$ cat src/hw/acscr_consts.svh
// acscr_consts.svh: register map, field layout and timing constants
`ifndef ACSCR_CONSTS_SVH
`define ACSCR_CONSTS_SVH

`define ACSCR_OFS_CLK_STAT    8'h00
`define ACSCR_OFS_FW_ID       8'h01
`define ACSCR_OFS_ERR         8'h02
`define ACSCR_OFS_SYSCTL      8'h03

`define ACSCR_RST_CLK_STAT    8'h6c
`define ACSCR_RST_ERR         8'h00
`define ACSCR_RST_SYSCTL      8'h80
`define ACSCR_SYSCTL_WMASK    8'ha3
`define ACSCR_ERR_MASK        8'hfe

`define ACSCR_BIT_MCLK_ERR    7
`define ACSCR_BIT_LOCK_ERR    6
`define ACSCR_BIT_SCLK_ERR    5
`define ACSCR_BIT_LRCLK_ERR   4
`define ACSCR_BIT_SLIP        3
`define ACSCR_BIT_CLIP        2
`define ACSCR_BIT_PROT        1
`define ACSCR_BIT_DC_BLOCK    7
`define ACSCR_BIT_HARD_UNMUTE 5
`define ACSCR_DEEMPH_MSB      1
`define ACSCR_DEEMPH_LSB      0
`define ACSCR_RATE_MSB        7
`define ACSCR_RATE_LSB        5
`define ACSCR_RATIO_MSB       4
`define ACSCR_RATIO_LSB       2

`define ACSCR_RATE_32K        3'h0
`define ACSCR_RATE_48K        3'h3
`define ACSCR_RATE_16K        3'h4
`define ACSCR_RATE_24K        3'h5
`define ACSCR_RATE_8K         3'h6
`define ACSCR_RATE_12K        3'h7

`define ACSCR_RATIO_64        3'h0
`define ACSCR_RATIO_128       3'h1
`define ACSCR_RATIO_192       3'h2
`define ACSCR_RATIO_256       3'h3
`define ACSCR_RATIO_384       3'h4
`define ACSCR_RATIO_512       3'h5

// frame period bands in system clocks
`define ACSCR_TH_8K           16'h32c8
`define ACSCR_TH_12K          16'h2328
`define ACSCR_TH_16K          16'h1964
`define ACSCR_TH_24K          16'h1194
`define ACSCR_TH_32K          16'h0ce4
`define ACSCR_TH_FAM_12K      16'h2a76
`define ACSCR_TH_FAM_24K      16'h1536
`define ACSCR_TH_FAM_48K      16'h0aa0
// master clocks per frame bands
`define ACSCR_TH_R128         12'h060
`define ACSCR_TH_R192         12'h0a0
`define ACSCR_TH_R256         12'h0e0
`define ACSCR_TH_R384         12'h140
`define ACSCR_TH_R512         12'h1c0

`define ACSCR_SCLK_TOL        12'h001
`define ACSCR_SLIP_TOL        16'h0004
`define ACSCR_STABLE_FRAMES   3'h4
`define ACSCR_SEEN_FULL       2'h2
`define ACSCR_LOST_CYC        16'hffff
`define ACSCR_CNT_MAX         12'hfff

`define ACSCR_CLK_NS          8
`define ACSCR_STEP_SLOW_NS    125000
`define ACSCR_STEP_MID_NS     90700
`define ACSCR_STEP_FAST_NS    83300

`define ACSCR_SLEW_512        3'h0
`define ACSCR_SLEW_1024       3'h1
`define ACSCR_SLEW_2048       3'h2
`define ACSCR_SLEW_256        3'h3
`define ACSCR_LEN_256         12'h100
`define ACSCR_LEN_512         12'h200
`define ACSCR_LEN_1024        12'h400
`define ACSCR_LEN_2048        12'h800

`endif

$ cat src/hw/acscr_pkg.sv
// acscr_pkg: state types of the clock status and control register block
package acscr_pkg;

    typedef enum logic [3:0] {
        ACSCR_IDLE    = 4'b0000,
        ACSCR_ADDR    = 4'b0001,
        ACSCR_ADDR_AK = 4'b0010,
        ACSCR_SUB     = 4'b0011,
        ACSCR_SUB_AK  = 4'b0100,
        ACSCR_WR      = 4'b0101,
        ACSCR_WR_AK   = 4'b0110,
        ACSCR_RD      = 4'b0111,
        ACSCR_RD_AK   = 4'b1000
    } acscr_bus_st_t;

    typedef struct packed {
        logic [2:0]       prev;
        logic [1:0][11:0] run_cnt;
        logic [15:0]      per_cnt;
        logic             frame;
        logic [15:0]      period;
        logic [1:0][11:0] cnt_out;
        logic             lost;
    } acscr_meter_t;

    typedef struct packed {
        logic        muted;
        logic [11:0] level;
        logic [13:0] tick;
    } acscr_ramp_t;

    typedef struct packed {
        acscr_bus_st_t st;
        logic [3:0]    bitcnt;
        logic [7:0]    shreg;
        logic [7:0]    sub;
        logic          rw;
        logic          scl_d;
        logic          sda_d;
        logic          sda_oe;
        logic          sda_out;
        logic [7:0]    clk_stat;
        logic [7:0]    err;
        logic [7:0]    sysctl;
        logic [15:0]   prev_period;
        logic [11:0]   prev_sclk;
        logic [1:0]    seen;
        logic [2:0]    stable;
        logic          lost_d;
    } acscr_main_t;

endpackage : acscr_pkg

$ cat src/hw/acscr_frame_meter.sv
// acscr_frame_meter: measures frame period and clock edges per frame
`timescale 1ns/1ns
`include "acscr_consts.svh"
module acscr_frame_meter
    import acscr_pkg::*;
(
    input  wire logic        i_clk,
    input  wire logic        i_nrst,
    input  wire logic        i_mclk,
    input  wire logic        i_sclk,
    input  wire logic        i_lrclk,
    output logic             o_frame,
    output logic [15:0]      o_period,
    output logic [11:0]      o_mclk_cnt,
    output logic [11:0]      o_sclk_cnt,
    output logic             o_lost
);
    acscr_meter_t s;
    acscr_meter_t n;
    logic [1:0]   clk_in;
    logic [1:0]   rise;
    logic         lr_rise;

    assign clk_in  = {i_sclk, i_mclk};
    assign lr_rise = i_lrclk & ~s.prev[2];

    genvar g;
    generate
        for (g = 0; g < 2; g = g + 1) begin : g_edge
            assign rise[g] = clk_in[g] & ~s.prev[g];
        end
    endgenerate

    always_comb begin
        n       = s;
        n.prev  = {i_lrclk, clk_in};
        n.frame = 1'b0;
        if (lr_rise) begin
            n.period  = s.per_cnt;
            n.cnt_out = s.run_cnt;
            n.run_cnt = '0;
            n.per_cnt = 16'h0001;
            n.frame   = 1'b1;
            n.lost    = 1'b0;
        end else begin
            if (s.per_cnt != `ACSCR_LOST_CYC) begin
                n.per_cnt = s.per_cnt + 16'h0001;
            end else begin
                n.lost = 1'b1;
            end
            for (int i = 0; i < 2; i++) begin
                if (rise[i] && s.run_cnt[i] != `ACSCR_CNT_MAX) begin
                    n.run_cnt[i] = s.run_cnt[i] + 12'h001;
                end
            end
        end
    end

    always_ff @(posedge i_clk or negedge i_nrst) begin
        if (!i_nrst) begin
            s      <= '0;
            s.lost <= 1'b1;
        end else begin
            s <= n;
        end
    end

    assign o_frame    = s.frame;
    assign o_period   = s.period;
    assign o_mclk_cnt = s.cnt_out[0];
    assign o_sclk_cnt = s.cnt_out[1];
    assign o_lost     = s.lost;

endmodule : acscr_frame_meter

$ cat src/hw/acscr_unmute_ramp.sv
// acscr_unmute_ramp: mute on clock error and soft or hard recovery
`timescale 1ns/1ns
`include "acscr_consts.svh"
module acscr_unmute_ramp
    import acscr_pkg::*;
(
    input  wire logic        i_clk,
    input  wire logic        i_nrst,
    input  wire logic        i_clk_err,
    input  wire logic        i_clocks_ok,
    input  wire logic        i_hard,
    input  wire logic [2:0]  i_slew,
    input  wire logic [13:0] i_step_cyc,
    output logic             o_muted,
    output logic [11:0]      o_level
);
    acscr_ramp_t s;
    acscr_ramp_t n;
    logic [11:0] len;

    always_comb begin
        n = s;
        case (i_slew)
            `ACSCR_SLEW_1024: len = `ACSCR_LEN_1024;
            `ACSCR_SLEW_2048: len = `ACSCR_LEN_2048;
            `ACSCR_SLEW_256:  len = `ACSCR_LEN_256;
            default:          len = `ACSCR_LEN_512;
        endcase
        if (i_clk_err) begin
            n.muted = 1'b1;
            n.level = '0;
            n.tick  = '0;
        end else if (s.muted) begin
            if (i_clocks_ok) begin
                n.muted = 1'b0;
                if (i_hard) begin
                    n.level = len;
                end
            end
        end else if (s.level < len) begin
            if (s.tick >= i_step_cyc - 14'h0001) begin
                n.tick  = '0;
                n.level = s.level + 12'h001;
            end else begin
                n.tick = s.tick + 14'h0001;
            end
        end else begin
            n.level = len;
            n.tick  = '0;
        end
    end

    always_ff @(posedge i_clk or negedge i_nrst) begin
        if (!i_nrst) begin
            s       <= '0;
            s.muted <= 1'b1;
        end else begin
            s <= n;
        end
    end

    assign o_muted = s.muted;
    assign o_level = s.level;

endmodule : acscr_unmute_ramp

$ cat src/hw/acscr_regs.sv
// acscr_regs: serial-bus register bank with clock detection and error flags
`timescale 1ns/1ns
`include "acscr_consts.svh"
module acscr_regs
    import acscr_pkg::*;
#(
    parameter logic [6:0]  DEV_ADDR      = 7'h2a,
    // arbitrary identity value
    parameter logic [7:0]  FW_ID         = 8'h3c,
    parameter logic [13:0] STEP_CYC_SLOW = 14'(`ACSCR_STEP_SLOW_NS / `ACSCR_CLK_NS),
    parameter logic [13:0] STEP_CYC_MID  = 14'(`ACSCR_STEP_MID_NS / `ACSCR_CLK_NS),
    parameter logic [13:0] STEP_CYC_FAST = 14'(`ACSCR_STEP_FAST_NS / `ACSCR_CLK_NS)
) (
    input  wire logic        I_SYS_CLK,
    input  wire logic        I_NRST,
    input  wire logic        I_SCL,
    input  wire logic        I_SDA_IN,
    output logic             O_SDA_OUT,
    output logic             O_SDA_OE,
    input  wire logic        I_MCLK,
    input  wire logic        I_SCLK,
    input  wire logic        I_LRCLK,
    input  wire logic        I_CLIP,
    input  wire logic        I_PROT_FAULT,
    input  wire logic [2:0]  I_VOL_SLEW,
    output logic             O_DC_BLOCK_EN,
    output logic [1:0]       O_DEEMPH,
    output logic             O_MUTED,
    output logic [11:0]      O_RAMP_LEVEL
);
    acscr_main_t s;
    acscr_main_t n;

    logic        m_frame;
    logic [15:0] m_period;
    logic [11:0] m_mclk;
    logic [11:0] m_sclk;
    logic        m_lost;
    logic        scl_rise;
    logic        scl_fall;
    logic        start;
    logic        stop;
    logic        wr_en;
    logic [7:0]  rd_byte;
    logic [7:0]  set_err;
    logic [2:0]  rate;
    logic [2:0]  ratio;
    logic [15:0] per_diff;
    logic [11:0] sclk_diff;
    logic        fam44;
    logic        clk_err;
    logic        clocks_ok;
    logic [13:0] step_cyc;

    acscr_frame_meter u_meter (
        .i_clk      (I_SYS_CLK),
        .i_nrst     (I_NRST),
        .i_mclk     (I_MCLK),
        .i_sclk     (I_SCLK),
        .i_lrclk    (I_LRCLK),
        .o_frame    (m_frame),
        .o_period   (m_period),
        .o_mclk_cnt (m_mclk),
        .o_sclk_cnt (m_sclk),
        .o_lost     (m_lost)
    );

    acscr_unmute_ramp u_ramp (
        .i_clk       (I_SYS_CLK),
        .i_nrst      (I_NRST),
        .i_clk_err   (clk_err),
        .i_clocks_ok (clocks_ok),
        .i_hard      (s.sysctl[`ACSCR_BIT_HARD_UNMUTE]),
        .i_slew      (I_VOL_SLEW),
        .i_step_cyc  (step_cyc),
        .o_muted     (O_MUTED),
        .o_level     (O_RAMP_LEVEL)
    );

    // register read mux
    function automatic logic [7:0] read_reg(input logic [7:0] a, input acscr_main_t r);
        logic [7:0] d;
        d = 8'h00;
        if (a == `ACSCR_OFS_CLK_STAT) begin
            d = r.clk_stat;
        end else if (a == `ACSCR_OFS_FW_ID) begin
            d = FW_ID;
        end else if (a == `ACSCR_OFS_ERR) begin
            d = r.err;
        end else if (a == `ACSCR_OFS_SYSCTL) begin
            d = r.sysctl;
        end
        return d;
    endfunction : read_reg

    always_comb begin
        n         = s;
        n.scl_d   = I_SCL;
        n.sda_d   = I_SDA_IN;
        n.sda_out = 1'b0;
        scl_rise  = I_SCL & ~s.scl_d;
        scl_fall  = ~I_SCL & s.scl_d;
        start     = s.scl_d & I_SCL & s.sda_d & ~I_SDA_IN;
        stop      = s.scl_d & I_SCL & ~s.sda_d & I_SDA_IN;
        wr_en     = 1'b0;
        rd_byte   = read_reg(s.sub, s);

        // serial control bus slave
        if (start) begin
            n.st     = ACSCR_ADDR;
            n.bitcnt = '0;
            n.sda_oe = 1'b0;
        end else if (stop) begin
            n.st     = ACSCR_IDLE;
            n.sda_oe = 1'b0;
        end else begin
            case (s.st)
                ACSCR_ADDR, ACSCR_SUB, ACSCR_WR: begin
                    if (scl_rise) begin
                        n.shreg  = {s.shreg[6:0], I_SDA_IN};
                        n.bitcnt = s.bitcnt + 4'h1;
                    end else if (scl_fall && s.bitcnt == 4'h8) begin
                        n.sda_oe = 1'b1;
                        if (s.st == ACSCR_ADDR) begin
                            n.rw = s.shreg[0];
                            n.st = ACSCR_ADDR_AK;
                            if (s.shreg[7:1] != DEV_ADDR) begin
                                n.sda_oe = 1'b0;
                                n.st     = ACSCR_IDLE;
                            end
                        end else if (s.st == ACSCR_SUB) begin
                            n.sub = s.shreg;
                            n.st  = ACSCR_SUB_AK;
                        end else begin
                            wr_en = 1'b1;
                            n.sub = s.sub + 8'h01;
                            n.st  = ACSCR_WR_AK;
                        end
                    end
                end
                ACSCR_ADDR_AK: begin
                    if (scl_fall) begin
                        n.bitcnt = '0;
                        if (s.rw) begin
                            n.shreg  = rd_byte;
                            n.sda_oe = ~rd_byte[7];
                            n.st     = ACSCR_RD;
                        end else begin
                            n.sda_oe = 1'b0;
                            n.st     = ACSCR_SUB;
                        end
                    end
                end
                ACSCR_SUB_AK, ACSCR_WR_AK: begin
                    if (scl_fall) begin
                        n.sda_oe = 1'b0;
                        n.bitcnt = '0;
                        n.st     = ACSCR_WR;
                    end
                end
                ACSCR_RD: begin
                    if (scl_fall) begin
                        if (s.bitcnt == 4'h7) begin
                            n.sda_oe = 1'b0;
                            n.sub    = s.sub + 8'h01;
                            n.st     = ACSCR_RD_AK;
                        end else begin
                            n.shreg  = {s.shreg[6:0], 1'b0};
                            n.sda_oe = ~s.shreg[6];
                            n.bitcnt = s.bitcnt + 4'h1;
                        end
                    end
                end
                ACSCR_RD_AK: begin
                    if (scl_rise && I_SDA_IN) begin
                        n.st = ACSCR_IDLE;
                    end else if (scl_fall) begin
                        n.shreg  = rd_byte;
                        n.sda_oe = ~rd_byte[7];
                        n.bitcnt = '0;
                        n.st     = ACSCR_RD;
                    end
                end
                default: begin
                    n.st     = ACSCR_IDLE;
                    n.sda_oe = 1'b0;
                end
            endcase
        end

        if (m_period > `ACSCR_TH_8K) begin
            rate = `ACSCR_RATE_8K;
        end else if (m_period > `ACSCR_TH_12K) begin
            rate = `ACSCR_RATE_12K;
        end else if (m_period > `ACSCR_TH_16K) begin
            rate = `ACSCR_RATE_16K;
        end else if (m_period > `ACSCR_TH_24K) begin
            rate = `ACSCR_RATE_24K;
        end else if (m_period > `ACSCR_TH_32K) begin
            rate = `ACSCR_RATE_32K;
        end else begin
            rate = `ACSCR_RATE_48K;
        end
        // ratio from master clocks per frame
        if (m_mclk < `ACSCR_TH_R128) begin
            ratio = `ACSCR_RATIO_64;
        end else if (m_mclk < `ACSCR_TH_R192) begin
            ratio = `ACSCR_RATIO_128;
        end else if (m_mclk < `ACSCR_TH_R256) begin
            ratio = `ACSCR_RATIO_192;
        end else if (m_mclk < `ACSCR_TH_R384) begin
            ratio = `ACSCR_RATIO_256;
        end else if (m_mclk < `ACSCR_TH_R512) begin
            ratio = `ACSCR_RATIO_384;
        end else begin
            ratio = `ACSCR_RATIO_512;
        end

        per_diff  = (m_period > s.prev_period) ? m_period - s.prev_period
                                               : s.prev_period - m_period;
        sclk_diff = (m_sclk > s.prev_sclk) ? m_sclk - s.prev_sclk : s.prev_sclk - m_sclk;

        set_err = 8'h00;
        if (m_frame && s.seen == `ACSCR_SEEN_FULL) begin
            set_err[`ACSCR_BIT_MCLK_ERR] =
                ratio != s.clk_stat[`ACSCR_RATIO_MSB:`ACSCR_RATIO_LSB];
            set_err[`ACSCR_BIT_SCLK_ERR] = sclk_diff > `ACSCR_SCLK_TOL;
            set_err[`ACSCR_BIT_LRCLK_ERR] =
                rate != s.clk_stat[`ACSCR_RATE_MSB:`ACSCR_RATE_LSB];
            // phase drift within one rate band
            set_err[`ACSCR_BIT_SLIP] = ~set_err[`ACSCR_BIT_LRCLK_ERR]
                                       & (per_diff > `ACSCR_SLIP_TOL);
        end
        set_err[`ACSCR_BIT_LOCK_ERR] = m_lost & ~s.lost_d;
        set_err[`ACSCR_BIT_CLIP]     = I_CLIP;
        set_err[`ACSCR_BIT_PROT]     = I_PROT_FAULT;

        // sticky, written zero clears, set wins
        if (wr_en && s.sub == `ACSCR_OFS_ERR) begin
            n.err = ((s.err & s.shreg) | set_err) & `ACSCR_ERR_MASK;
        end else begin
            n.err = (s.err | set_err) & `ACSCR_ERR_MASK;
        end
        if (wr_en && s.sub == `ACSCR_OFS_SYSCTL) begin
            n.sysctl = s.shreg & `ACSCR_SYSCTL_WMASK;
        end

        n.lost_d = m_lost;
        if (m_lost) begin
            n.seen = '0;
        end else if (m_frame) begin
            n.clk_stat    = {rate, ratio, 2'b00};
            n.prev_period = m_period;
            n.prev_sclk   = m_sclk;
            if (s.seen != `ACSCR_SEEN_FULL) begin
                n.seen = s.seen + 2'h1;
            end
        end

        clk_err = m_lost | set_err[`ACSCR_BIT_MCLK_ERR] | set_err[`ACSCR_BIT_SCLK_ERR]
                  | set_err[`ACSCR_BIT_LRCLK_ERR] | set_err[`ACSCR_BIT_SLIP];
        if (clk_err) begin
            n.stable = '0;
        end else if (m_frame && s.seen == `ACSCR_SEEN_FULL
                     && s.stable != `ACSCR_STABLE_FRAMES) begin
            n.stable = s.stable + 3'h1;
        end
        clocks_ok = (s.stable == `ACSCR_STABLE_FRAMES) & ~m_lost;

        case (s.clk_stat[`ACSCR_RATE_MSB:`ACSCR_RATE_LSB])
            `ACSCR_RATE_12K: fam44 = m_period > `ACSCR_TH_FAM_12K;
            `ACSCR_RATE_24K: fam44 = m_period > `ACSCR_TH_FAM_24K;
            `ACSCR_RATE_48K: fam44 = m_period > `ACSCR_TH_FAM_48K;
            default:         fam44 = 1'b0;
        endcase
        case (s.clk_stat[`ACSCR_RATE_MSB:`ACSCR_RATE_LSB])
            `ACSCR_RATE_8K, `ACSCR_RATE_16K, `ACSCR_RATE_32K: step_cyc = STEP_CYC_SLOW;
            default: step_cyc = fam44 ? STEP_CYC_MID : STEP_CYC_FAST;
        endcase
    end

    always_ff @(posedge I_SYS_CLK or negedge I_NRST) begin
        if (!I_NRST) begin
            s          <= '0;
            s.st       <= ACSCR_IDLE;
            s.scl_d    <= 1'b1;
            s.sda_d    <= 1'b1;
            s.clk_stat <= `ACSCR_RST_CLK_STAT;
            s.err      <= `ACSCR_RST_ERR;
            s.sysctl   <= `ACSCR_RST_SYSCTL;
            s.lost_d   <= 1'b1;
        end else begin
            s <= n;
        end
    end

    assign O_SDA_OUT     = s.sda_out;
    assign O_SDA_OE      = s.sda_oe;
    assign O_DC_BLOCK_EN = s.sysctl[`ACSCR_BIT_DC_BLOCK];
    assign O_DEEMPH      = s.sysctl[`ACSCR_DEEMPH_MSB:`ACSCR_DEEMPH_LSB];

endmodule : acscr_regs

$ cat config.mk
export PLATFORM = sky130hd
export DESIGN_NAME = acscr_regs
export DESIGN_NICKNAME = d
export VERILOG_FILES = /design/src/hw/acscr_pkg.sv /design/src/hw/acscr_frame_meter.sv /design/src/hw/acscr_unmute_ramp.sv /design/src/hw/acscr_regs.sv
export VERILOG_INCLUDE_DIRS = /design/src /design/src/hw
export SDC_FILE = /design/constraint.sdc
export NUM_CORES = 1
export LEC_CHECK = 0
export ABC_AREA = 1
export BUFFER_PORTS_ARGS = -buffer_cell sky130_fd_sc_hd__clkbuf_2
export CAP_MARGIN = 10
export CORE_MARGIN = 5
export CORE_UTILIZATION = 50
export CTS_BUF_LIST = sky130_fd_sc_hd__clkbuf_4 sky130_fd_sc_hd__clkbuf_8
export CTS_CLUSTER_DIAMETER = 120
export DETAILED_ROUTE_END_ITERATION = 12
export PLACE_DENSITY = 0.72
export SLEW_MARGIN = 20
export SYNTH_ARGS = -nofsm -noshare
export SYNTH_HDL_FRONTEND = slang
export SYNTH_SLANG_ARGS = --single-unit
$ cat constraint.sdc
create_clock -name I_SYS_CLK -period 4.9 [get_ports I_SYS_CLK]
set_input_delay 0.245 -clock I_SYS_CLK [delete_from_list [all_inputs] [get_ports I_SYS_CLK]]
set_output_delay 0.245 -clock I_SYS_CLK [all_outputs]
set_load 0.02 [all_outputs]
# Word level (Yosys, flattened, before mapping)
# Cells that the tools add are included.
[op_classes] magnitude_cmp=19 eq_ne=64 add_sub_neg=14 mux=95 bitwise=35 n_reduce_logical=31
[ops] cell="two-way mux 12 bit" count=9
[ops] cell="two-way mux 8 bit" count=11
[ops] cell="two-way mux 16 bit" count=4
[ops] cell="> comparator 16 x 13 -> 1 bit, second input constant" count=3
[ops] cell="> comparator 16 x 14 -> 1 bit, second input constant" count=3
[ops] cell="two-way mux 41 bit" count=1
[ops] cell="two-way mux 40 bit" count=1
[ops] cell="one-hot mux 4 bit (5 select lines)" count=2
[ops] cell="adder 12 x 1 -> 12 bit, second input constant" count=3
[ops] cell="two-way mux 3 bit" count=12
[ops] cell="one-hot mux 12 bit (3 select lines)" count=1
[ops] cell="> comparator 16 x 12 -> 1 bit, second input constant" count=2
[ops] cell="inequality test 4 bit, second input constant" count=8
[ops] cell="one-hot mux 8 bit (4 select lines)" count=1
[ops] cell="subtractor 16 bit" count=2
[ops] cell="inequality test 3 bit, second input constant" count=10
[ops] cell="two-way mux 14 bit" count=2
[ops] cell="inequality test 2 bit, second input constant" count=14
[ops] cell="two-way mux 1 bit" count=27
[ops] cell="two-way mux 27 bit" count=1
[ops] cell="two-way mux 13 bit" count=2
[ops] cell="two-way mux 26 bit" count=1
[ops] cell="< comparator 12 x 8 -> 1 bit, second input constant" count=2
[ops] cell="< comparator 12 x 9 -> 1 bit, second input constant" count=2
[ops] cell="61 further kinds" count=134
[totals] out_inout_bits=18 register_bits=192 input_bits=12 wordCells=286

# Longest topological paths before layout
# Gate-level depths: netlist (run 1).
[depth] word_depth=15 mapped_depth=24 mapped_depth_nobuf=23

# Modules after synthesis
# From an unflattened synthesis (run 1), not the netlist that was laid out.
[unflattened] hier_cells=2263 hier_area_um2=15098.2
[by_module_without_submodules] mod="acscr_regs" n_inst=1 cells_per_inst=1342 area_each_um2=8196.6 seq_area_each_um2=1986.9
[by_module_without_submodules] mod="acscr_frame_meter" n_inst=1 cells_per_inst=554 area_each_um2=4396.7 seq_area_each_um2=2128.3
[by_module_without_submodules] mod="acscr_unmute_ramp" n_inst=1 cells_per_inst=367 area_each_um2=2504.9 seq_area_each_um2=676.9

# Worst setup path after synthesis (run 1)
# No wires, ideal clock.
[synth_timing] kind="reg2reg" startpoint="reg u_meter.s, in the netlist u_meter.o_period[6]" endpoint="reg u_ramp.s, in the netlist u_ramp.o_level[4]" arrival_ns=2.920 synth_period_minus_slack_ns=3.037 t_required_ns=4.783 setup_slack_ns=1.863 setup_ns=0.117 path_buffers=1 path_stages_with_launch=21 path_cell_list="dfrtp_1 nor2_1 nand3_1 nor4_1 nand2_1 o211ai_1 nand3_1 nor2_1 inv_1 ha_1 nand2_1 nor3_1 o21ai_0 o311ai_0 nand3_1 o311ai_0 a21oi_1 nand4_4 buf_4 nand4_1 nand2_1"
[synth_via] elab_chain_len=13 elab_cells_between_ends=34 cone_classes="add/sub (3); order compare (11); eq/ne (4); mux (11); bitwise (4); reduce/logical (1)"
[synth_rtl] element="start, declared" line_no="acscr_frame_meter.sv:18" text="acscr_meter_t s;"
[synth_rtl] element="start signal, assigned" line_no="acscr_frame_meter.sv:64" text="s <= n;"
[synth_rtl] element="parallel branches: the longest is 13 deep, another holds > comparator 16 x 12 -> 1 bit"
[synth_rtl] element="end signal, assigned" line_no="acscr_unmute_ramp.sv:58" text="s <= n;"
[synth_rtl] element="end, declared" line_no="acscr_unmute_ramp.sv:17" text="acscr_ramp_t s;"
# Parallel ways; which one is timed is not known.
# A chain may end at the register's enable or synchronous reset.

# Final worst setup path (run 1)
[layout_timing] startpoint="reg u_meter.s, in the netlist u_meter.o_period[3]" endpoint="reg u_ramp.s, in the netlist u_ramp.o_level[1]"
# The elaborated chain is that of the path after synthesis.

==> flow_metrics.tcl, run 1 <==
set metrics [dict create \
    cts_root_buffer "clkbuf_8" \
    slew_viol_final 0 \
    required_ns 5.31 \
    ctsResizeCount 0 \
    grt_max_degree 104 \
    worstHoldPathType "in2reg" \
    rsz0062_at_grt "no" \
    die_area_um2 30700 \
    synth_mux_area_share_pct 0 \
    setup.worst_path.end_class "register" \
    cts_hold_buffers 8 \
    mostFrequentLayoutCell "nand2_1" \
    cts.sinks 186 \
    status "finished clean" \
    ys_ff_latch 186 \
    row_count 60 \
    postCtsSetupBuffers 0 \
    drt_iter0_markers 990 \
    place_congestion 0.918 \
    worstPathMaxFanout 24 \
    portBuffers 28 \
    cts-htree-levels 4 \
    syn_nets 2085 \
    power_leakage_nw 7.16 \
    antennaDiodeCount 0 \
    instances_no_fill 2348 \
    ios 30 \
    grt_pass1_vias 12100 \
    fillers 2605 \
    final_nets 2089 \
    max_freq_ghz 0.250 \
    synth_edf_count 0 \
    slowest_delay_ns 0.44 \
    syn_area_um2 13700 \
    syn2layout_area_growth_pct 5.68 \
    viasPerCell 5.42 \
    die_h_um 175 \
    worstMarginPinSlew_ns 0.883 \
    timing.final.hold_violations 0 \
    critPathKind "reg2reg" \
    grt-ovfl-total 0 \
    setup_viol 0 \
    clk_path_buf_depth 2 \
    utilization_pct 53.5 \
    powerDensity_nw_per_um2 383 \
    synth-xor-area-share_pct 1.99 \
    dr.pass1.iters 6 \
    synthAdderAreaFrac_pct 7.83 \
    maxSlewHeadroom_pct 40.7 \
    synth-simple-area-share_pct 31.0 \
    synth_compound_area_share_pct 13.6 \
    startpoint_type "register" \
    core_area_um2 27000 \
    async_flop_share_pct 100 \
    drt-total-wl_um 33200 \
    ys_types 56 \
    grt_pass1_wl_um 56900 \
    clock_latency_ns 0.48 \
    cpMaxStageDelayCell "dfrtp_1" \
    critical-path-top-cell-by-count "nand2_1" \
    ff2ff_setup_slack_ns 0.91 \
    drc_errors 0 \
    path_clk_slew_ns 0.10 \
    hold_slack_ns 0.250 \
    vdd_drop_max_uv 157 \
    cts_buffers 17 \
    period_share_pct 81.5 \
    register_area_um2 4670 \
    num_vias 12700 \
    tritoncts "yes" \
    cap_violations 0 \
    grt_use_total_pct 21.9 \
    drive_gt1_share_pct 6.73 \
    dp_hpwl_um 25300 \
    die_w_um 175 \
    synth_warnings 0 \
    dp_cells 2308 \
    start_util_pct 50.7 \
    wl_per_cell_um 14.2 \
    min_period_ns 3.99 \
    antenna_found_initial 0 \
    ys.flop_type "dfrtp_1" \
    multiInputGateArea_um2 7440 \
    skew_ns 0.0224 \
    worst_ep_arrival_time_ns 4.41 \
    drtAntennaViolNets 0 \
    p_total_mw 5.53 \
    synth_top_family_by_area "simple AND/OR/NAND/NOR gates" \
    yosysSeqAreaShare_pct 34.2 \
    synth_area_per_cell_um2 6.86 \
    crit_path_cell_trace "inv_1 -> nand2_1 -> nor3_1 -> nand4_1 -> nand3_1 -> nand3_1 -> nor2_1 -> inv_1 -> ha_1 -> nand2_1 -> nor3_1 -> o21ai_0 -> o311ai_0 -> nand3_1 -> o311ai_0 -> a21oi_1 -> nand4_4 -> nand3_2 -> nand2_1 -> nand2_1" \
    final_cell_mix "nand2_1 (541), inv_1 (316), dfrtp_1 (176)" \
    synthCells 1990 \
    setup-tns-final_ns 0 \
]
[report_power, final]
| group | switching (mW) | leakage [nW] | internal (mW) |
|---|---|---|---|
| Combinational | 1.75 | 4.49 | 0.840 |
| Sequential | 0.176 | 2.46 | 1.70 |
| Clock | 0.604 | 0.207 | 0.460 |
[kinds of logic after synthesis]
kind of cell,Yosys count
simple gates,981
buf+inv,385
compound gates,323
flops,186
fa+ha+maj,83
xor+xnor,31
other cells,1
[sequential cells by signal (all words and copies together), names as in the netlist]
signal,flops
s,75
u_meter.s,43
u_meter.o_period,16
u_ramp.s,14
u_meter.o_sclk_cnt,12
u_ramp.o_level,12
u_meter.o_mclk_cnt,7
O_DEEMPH,2
O_DC_BLOCK_EN,1
O_SDA_OE,1
u_meter.o_frame,1
u_meter.o_lost,1
u_ramp.o_muted,1
[cell usage after synthesis, drive strengths merged (2+ instances only)]
library cell,count,area [um2]
nor4,11,81.3
o211ai,9,67.6
o31ai,3,22.5
dfrtp,176,4400
a21oi,96,488
or2,2,12.5
nand2,552,2120
o21a,3,22.5
o21ai,158,798
nand3,135,698
nand4,45,303
nor2,175,699
a31oi,7,43.8
xor2,26,228
a211oi,16,120
buf,35,248
o21bai,4,30.0
clkbuf,20,76.3
nand3b,3,22.5
a2111oi,2,17.5
a22oi,2,15.0
inv,329,1230
o311ai,2,17.5
xnor2,5,43.8
o41ai,2,17.5
fa,4,80.1
o22ai,13,138
nor3,56,280
and3,2,12.5
ha,79,988
dfstp,10,263
[per-stage QoR]
step                      setup slack, ns  instance area [um2]
after floorplan                      1.86                13700
after global placement               1.11                13900
after detailed placement            0.957                13900
after CTS                           0.939                14400
after global routing                0.440                14400
final                               0.905                14400
[critical path: cells and delay by family (launching register included)]
| kind | cells | cell delay, ns |
|---|---|---|
| compound gates | 4 | 0.58 |
| fa+ha+maj | 1 | 0.32 |
| buf+inv | 2 | 0.29 |
| flops | 1 | 0.44 |
| simple gates | 13 | 2.32 |
[cell type report]
class                   count  share of cell area, %
clock buffers              21                   1.92
clock inverters            11                  0.850
inverters                 330                   8.58
multi-input cells        1419                   51.6
flip-flops and latches    186                   32.3
well taps                 341                   2.96
repair buffers             40                   1.80
[final timing paths]
kind | start | endpoint | depth (start not counted)
worst min register to register | u_meter.o_lost$_DFFE_PN1P_ | s[0]$_DFF_PN1_ | 0
max in group asynchronous | I_NRST | u_ramp.s[2]$_DFFE_PN0P_ | 3
min in group asynchronous | I_NRST | s[85]$_DFFE_PN0P_ | 2
worst min-delay path | I_VOL_SLEW[0] | u_ramp.o_level[8]$_DFFE_PN0P_ | 5
worst max register to register | u_meter.o_period[3]$_DFFE_PN0P_ | u_ramp.o_level[1]$_DFFE_PN0P_ | 20
worst max-delay path | u_meter.o_period[3]$_DFFE_PN0P_ | u_ramp.o_level[1]$_DFFE_PN0P_ | 20
[per-layer routing]
layer / part of all wire, % / routed length [um] / up-vias / GRT usage (%)
li1: - / - / 6409 / -
met1: 46 / 15400 / 5935 / 29.3
met2: 47 / 15600 / 315 / 36.7
met3: 3.7 / 1240 / 70 / 2.70
met4: 3.0 / 993 / 0 / 7.43
met5: 0 / 0 / - / 0
No activity file was read; power rests on OpenSTA's default activity.
==> run 2, diff against run 1 <==
Settings changed: PLACE_DENSITY 0.72 to 0.74.
Clock period 4.9 ns to 3.4 ns, I/O delays scaled along.
==> run 2 against run 1 <==
Against the previous run: count of clock-buffer cells in the layout is 4 lower; critical endpoint is now u_ramp.s[4]$_DFFE_PN0P_; total power is 50% higher; first-iteration DRC count is 3.9% lower; final cell count is 2.7% higher; critical path type unchanged; maximum frequency is 24% higher; clock power is 47% higher; global-route usage is 0.22 points higher; die area stayed put.
==> flow_metrics.tcl, run 2 (same netlist as run 1, synthesis figures left out) <==
set metrics [dict create \
    status "finished clean" \
    largest_reg_flops 75 \
    viasPerCell 5.37 \
    dp_hpwl_um 26000 \
    start_util_pct 50.7 \
    worst_ep_arrival_time_ns 3.63 \
    path_clk_slew_ns 0.11 \
    met2_usage_pct 37.9 \
    rsz0062_at_grt "yes" \
    hold_slack_ns 0.194 \
    p_total_mw 8.31 \
    tritoncts "yes" \
    core_area_um2 27000 \
    gr-usage-met3_pct 2.38 \
    setup.worst_path.end_class "register" \
    drc_errors 0 \
    cp.buffers_inverters 4 \
    cts-htree-levels 4 \
    grt_pass1_vias 12400 \
    power_leakage_nw 7.52 \
    ff2ff_setup_slack_ns 0.17 \
    period_share_pct 94.9 \
    maxSlewHeadroom_pct 40.0 \
    crit_path_cell_trace "inv_4 -> ha_1 -> inv_1 -> fa_2 -> nand3_1 -> nand3_2 -> nand2_1 -> nand2_2 -> nand2_2 -> nand2_4 -> nand2_4 -> inv_2 -> nor2_1 -> nand2_1 -> a21oi_2 -> nand3_2 -> nand2_4 -> nand4_4 -> clkbuf_16 -> o22ai_4" \
    use_met1_pct 29.6 \
    critical-path-top-cell-by-count "nand2_4" \
    dp_cells 2364 \
    fillers 2599 \
    skew_ns 0.0196 \
    grt-ovfl-total 0 \
    grt_pass1_wl_um 57300 \
    place_congestion 0.920 \
    hold_end "u_ramp.o_level[8]$_DFFE_PN0P_" \
    dr.pass1.iters 7 \
    cp_top_family "simple AND/OR/NAND/NOR gates" \
    portBuffers 28 \
    worstMarginPinSlew_ns 0.899 \
    worstHoldPathType "in2reg" \
    syn2layout_area_growth_pct 11.3 \
    ios 30 \
    powerDensity_nw_per_um2 546 \
    setup-tns-final_ns 0 \
    cap_violations 0 \
    antennaDiodeCount 0 \
    final_cell_mix "nand2_1 (538), inv_1 (312), dfrtp_1 (173)" \
    clk_path_buf_depth 2 \
    busiest_layer "met2" \
    r2r-end "u_ramp.s[4]$_DFFE_PN0P_" \
    cts_buffers 17 \
    final_nets 2153 \
    die_w_um 175 \
    regMostFlops "s" \
    grt_use_total_pct 22.1 \
    startpoint_type "register" \
    min_period_ns 3.23 \
    mostFrequentLayoutCell "nand2_1" \
    die_area_um2 30700 \
    instances_no_fill 2412 \
    r2r_start "u_meter.o_period[0]$_DFFE_PN0P_" \
    required_ns 3.81 \
    grt_max_degree 106 \
    drtAntennaViolNets 0 \
    cts.sinks 186 \
    timing.final.hold_violations 0 \
    wl_per_cell_um 14.1 \
    clock_latency_ns 0.49 \
    die_h_um 175 \
    num_vias 12900 \
    cts_root_buffer "clkbuf_8" \
    worstHoldPathCells 5 \
    vdd_drop_max_uv 223 \
    drt-total-wl_um 34100 \
    drt_iter0_markers 951 \
    ff2ff_path_depth 20 \
    setup_viol 0 \
    antenna_found_initial 0 \
    slew_viol_final 0 \
    cpMaxStageDelayCell "dfrtp_2" \
    slowest_delay_ns 0.47 \
    worstPathMaxFanout 8 \
    max_freq_ghz 0.310 \
    drive_gt1_share_pct 11.8 \
    row_count 60 \
    utilization_pct 56.4 \
    critPathKind "reg2reg" \
    timing.hold.worst.start "I_VOL_SLEW[0]" \
]
==> run 2: cell count changes in the layout (fill, tap and decap cells not counted), sizes merged <==
cell,change
buf,+63
clkbuf,-3
clkinv,+3
clkinvlp,+1
==> run 2: area by class of cell <==
type                       count  area [um2]  share of cell area, %
clock buffer                  17         234                   1.54
timing repair buffer         104         786                   5.17
inverter                     330        1240                   8.18
multi-input combinational   1419        7660                   50.4
sequential                   186        4670                   30.7
clock inverter                15         176                   1.16
tap                          341         427                   2.81
==> run 2: report_power, final <==
group	total, mW	switching, mW	internal [mW]
clock network	1.56	0.935	0.624
registers	2.71	0.252	2.45
logic	4.04	2.64	1.40
total	8.31	3.83	4.48
==> run 2: worst max-delay path by stage <==
stage / from / to / slack [ns] / cells past startpoint
after floorplan: u_meter.o_period[6]$_DFFE_PN0P_ / u_ramp.o_level[4]$_DFFE_PN0P_ / 0.36 / 20
after global placement: u_meter.o_period[14]$_DFFE_PN0P_ / u_ramp.o_level[11]$_DFFE_PN0P_ / 0.05 / 18
after detailed placement: u_meter.o_period[6]$_DFFE_PN0P_ / u_ramp.o_level[9]$_DFFE_PN0P_ / -0.04 / 19
after CTS: u_meter.o_period[6]$_DFFE_PN0P_ / u_ramp.s[5]$_DFFE_PN0P_ / -0.008 / 20
after global routing: u_meter.o_period[14]$_DFFE_PN0P_ / u_ramp.o_level[9]$_DFFE_PN0P_ / -0.07 / 19
final: u_meter.o_period[0]$_DFFE_PN0P_ / u_ramp.s[4]$_DFFE_PN0P_ / 0.17 / 20
==> run 2: routing by layer <==
| layer | vias up | wire, um |
|---|---|---|
| li1 | 6557 | - |
| met3 | 65 | 1010 |
| met2 | 252 | 16700 |
| met4 | 0 | 774 |
| met1 | 6069 | 15600 |
| met5 | - | 0 |
==> run 2: timing repair <==
item	4_1_cts	5_1_grt
endpoints found under the setup margin	14	28
gates resized for setup	3	63
hold buffers	8	0
endpoints found under the hold margin	107	0
cloned	0	1
setup buffers	0	7
pin swaps	0	17
==> run 2: stage by stage <==
stage,area (um2),worst slack [ns]
global route,15200,-0.0738
detailed placement,14400,-0.0364
finish,15200,0.172
CTS,14900,-0.00799
global placement,14400,0.0526
floorplan,13700,0.363
==> run 2: worst register-to-register path, stage by stage, from the launching register on <==
cell	delay (ns)
dfrtp_2	0.47
inv_4	0.09
ha_1	0.14
inv_1	0.08
fa_2	0.36
nand3_1	0.12
nand3_2	0.09
nand2_1	0.08
nand2_2	0.07
nand2_2	0.09
nand2_4	0.08
nand2_4	0.12
inv_2	0.06
nor2_1	0.11
nand2_1	0.08
a21oi_2	0.15
nand3_2	0.15
nand2_4	0.19
nand4_4	0.24
clkbuf_16	0.25
o22ai_4	0.15
==> run 3, diff against run 2 <==
Settings changed: MAX_ROUTING_LAYER from default to met4.
==> run 3 against run 2 <==
Against the previous run: sequential power hardly changed; sequential share of layout area is 0.47 points lower; routed wire length is 1.0% higher; final cell count is 0.58% higher; critical path type unchanged; largest cell class unchanged; largest power group unchanged.
==> flow_metrics.tcl, run 3 (same netlist as run 1, synthesis figures left out) <==
set metrics [dict create \
    p_total_mw 8.51 \
    portBuffers 28 \
    grt_use_total_pct 22.8 \
    r2r_start "u_meter.o_period[6]$_DFFE_PN0P_" \
    period_share_pct 95.3 \
    final_nets 2167 \
    grt_pass1_vias 12200 \
    core_area_um2 27000 \
    row_count 60 \
    timing.final.hold_violations 0 \
    viasPerCell 5.35 \
    cap_violations 0 \
    mostFrequentLayoutCell "nand2_1" \
    worstPathMaxFanout 8 \
    grt_max_degree 88 \
    dr.pass1.iters 5 \
    grt_pass1_wl_um 57500 \
    setup-tns-final_ns 0 \
    dp_cells 2376 \
    drive_gt1_share_pct 13.9 \
    cp.buffers_inverters 4 \
    slew_viol_final 0 \
    cp_top_family "simple AND/OR/NAND/NOR gates" \
    drt_iter0_markers 1030 \
    final_area_um2 15400 \
    clock_latency_ns 0.50 \
    worstMarginPinSlew_ns 0.909 \
    cts.sinks 186 \
    worstHoldPathType "in2reg" \
    powerDensity_nw_per_um2 551 \
    cts_buffers 17 \
    setup_viol 0 \
    maxSlewHeadroom_pct 39.3 \
    hold_slack_ns 0.181 \
    drt-total-wl_um 34500 \
    timing.hold.worst.start "I_VOL_SLEW[0]" \
    regMostFlops "s" \
    largest_reg_flops 75 \
    ios 30 \
    tritoncts "yes" \
    cts_root_buffer "clkbuf_8" \
    ff2ff_path_depth 21 \
    path_clk_slew_ns 0.11 \
    final_cell_mix "nand2_1 (531), inv_1 (309), dfrtp_1 (171)" \
    syn2layout_area_growth_pct 13.1 \
    ff2ff_setup_slack_ns 0.16 \
    drtAntennaViolNets 0 \
    cts-htree-levels 4 \
    critPathKind "reg2reg" \
    post-place-ws_ns 0.00627 \
    startpoint_type "register" \
    crit_path_cell_trace "buf_6 -> inv_4 -> nand2_4 -> nand2_4 -> nor4_2 -> o41ai_1 -> nand3_1 -> nor2_2 -> inv_2 -> ha_4 -> nand2_1 -> nor3_1 -> o21ai_1 -> o311ai_1 -> nand3_1 -> o311ai_2 -> a21oi_2 -> nand4_4 -> clkbuf_16 -> nand4_1 -> nand2_1" \
    place_congestion 0.941 \
    wl_per_cell_um 14.2 \
    skew_ns 0.0380 \
    r2r-end "u_ramp.o_level[9]$_DFFE_PN0P_" \
    hold_end "u_ramp.o_level[8]$_DFFE_PN0P_" \
    drc_errors 0 \
    required_ns 3.78 \
    grt-ovfl-total 0 \
    worstHoldPathCells 5 \
    slowest_delay_ns 0.45 \
    die_h_um 175 \
    worst_ep_arrival_time_ns 3.63 \
    start_util_pct 50.7 \
    post_dp_cell_area_um2 14500 \
    utilization_pct 57.3 \
    setup.worst_path.end_class "register" \
    clk_path_buf_depth 2 \
    vdd_drop_max_uv 295 \
    cpMaxStageDelayCell "dfrtp_1" \
    die_w_um 175 \
    antenna_found_initial 0 \
    num_vias 13000 \
    die_area_um2 30700 \
    power_leakage_nw 7.59 \
    min_period_ns 3.24 \
    dp_hpwl_um 26300 \
    instances_no_fill 2426 \
    layout_setup_ws_ns 0.160 \
    max_freq_ghz 0.309 \
    status "finished clean" \
    antennaDiodeCount 0 \
]
[run 3: cell types whose count changed in the layout (fill, tap and decap cells not counted), sizes merged]
cell / delta
buf: +13
bufinv: -1
clkinv: +3
inv: -2
nand3: +1
[run 3: final cells by class]
| cell class | instances | area, um2 |
|---|---|---|
| Clock buffer | 17 | 234 |
| Clock inverter | 15 | 193 |
| Fill cell | 2565 | 11500 |
| Inverter | 330 | 1250 |
| Multi-Input combinational cell | 1420 | 7780 |
| Sequential cell | 186 | 4670 |
| Tap cell | 341 | 427 |
| Timing Repair Buffer | 117 | 895 |
[run 3: what timing repair did]
| action | in CTS | in global routing |
|---|---|---|
| hold buffers | 8 | 0 |
| gates resized for setup | 3 | 100 |
| pin swaps | 0 | 29 |
| setup buffers | 0 | 8 |
| cloned | 0 | 2 |
| endpoints found under the hold margin | 83 | 0 |
| setup endpoints to repair | 11 | 28 |
[run 3: worst reg2reg max path, stage by stage, from the launching register on]
cell and delay, ns:
dfrtp_1 0.45, buf_6 0.15, inv_4 0.06, nand2_4 0.05
nand2_4 0.06, nor4_2 0.04, o41ai_1 0.35, nand3_1 0.18
nor2_2 0.17, inv_2 0.09, ha_4 0.22, nand2_1 0.08
nor3_1 0.05, o21ai_1 0.08, o311ai_1 0.11, nand3_1 0.11
o311ai_2 0.10, a21oi_2 0.16, nand4_4 0.25, clkbuf_16 0.26
nand4_1 0.06, nand2_1 0.05
[run 3: where the power goes]
part | switching (mW) | internal [mW]
Combinational | 2.74 | 1.50
Sequential | 0.243 | 2.45
Clock | 0.991 | 0.574
Total | 3.98 | 4.53
[run 3: worst max path at each step]
stage / start / slack, ns / end / cells after the start
finish: u_meter.o_period[6]$_DFFE_PN0P_ / 0.16 / u_ramp.o_level[9]$_DFFE_PN0P_ / 21
global route: u_meter.o_period[6]$_DFFE_PN0P_ / -0.04 / u_ramp.o_level[8]$_DFFE_PN0P_ / 23
CTS: u_meter.o_period[6]$_DFFE_PN0P_ / 0.04 / u_ramp.o_level[8]$_DFFE_PN0P_ / 20
detailed placement: u_meter.o_period[6]$_DFFE_PN0P_ / 0.006 / u_ramp.o_level[4]$_DFFE_PN0P_ / 19
global placement: u_meter.o_period[2]$_DFFE_PN0P_ / 0.06 / u_ramp.o_level[9]$_DFFE_PN0P_ / 19
floorplan: u_meter.o_period[6]$_DFFE_PN0P_ / 0.36 / u_ramp.o_level[4]$_DFFE_PN0P_ / 20
[run 3: layer usage]
layer / routed length, um / track usage (%) / vias to the layer above
met5: 0 / - / -
met3: 1140 / 2.03 / 41
met2: 16900 / 38.4 / 281
met4: 522 / 5.66 / 0
li1: - / - / 6579
met1: 15900 / 29.9 / 6080
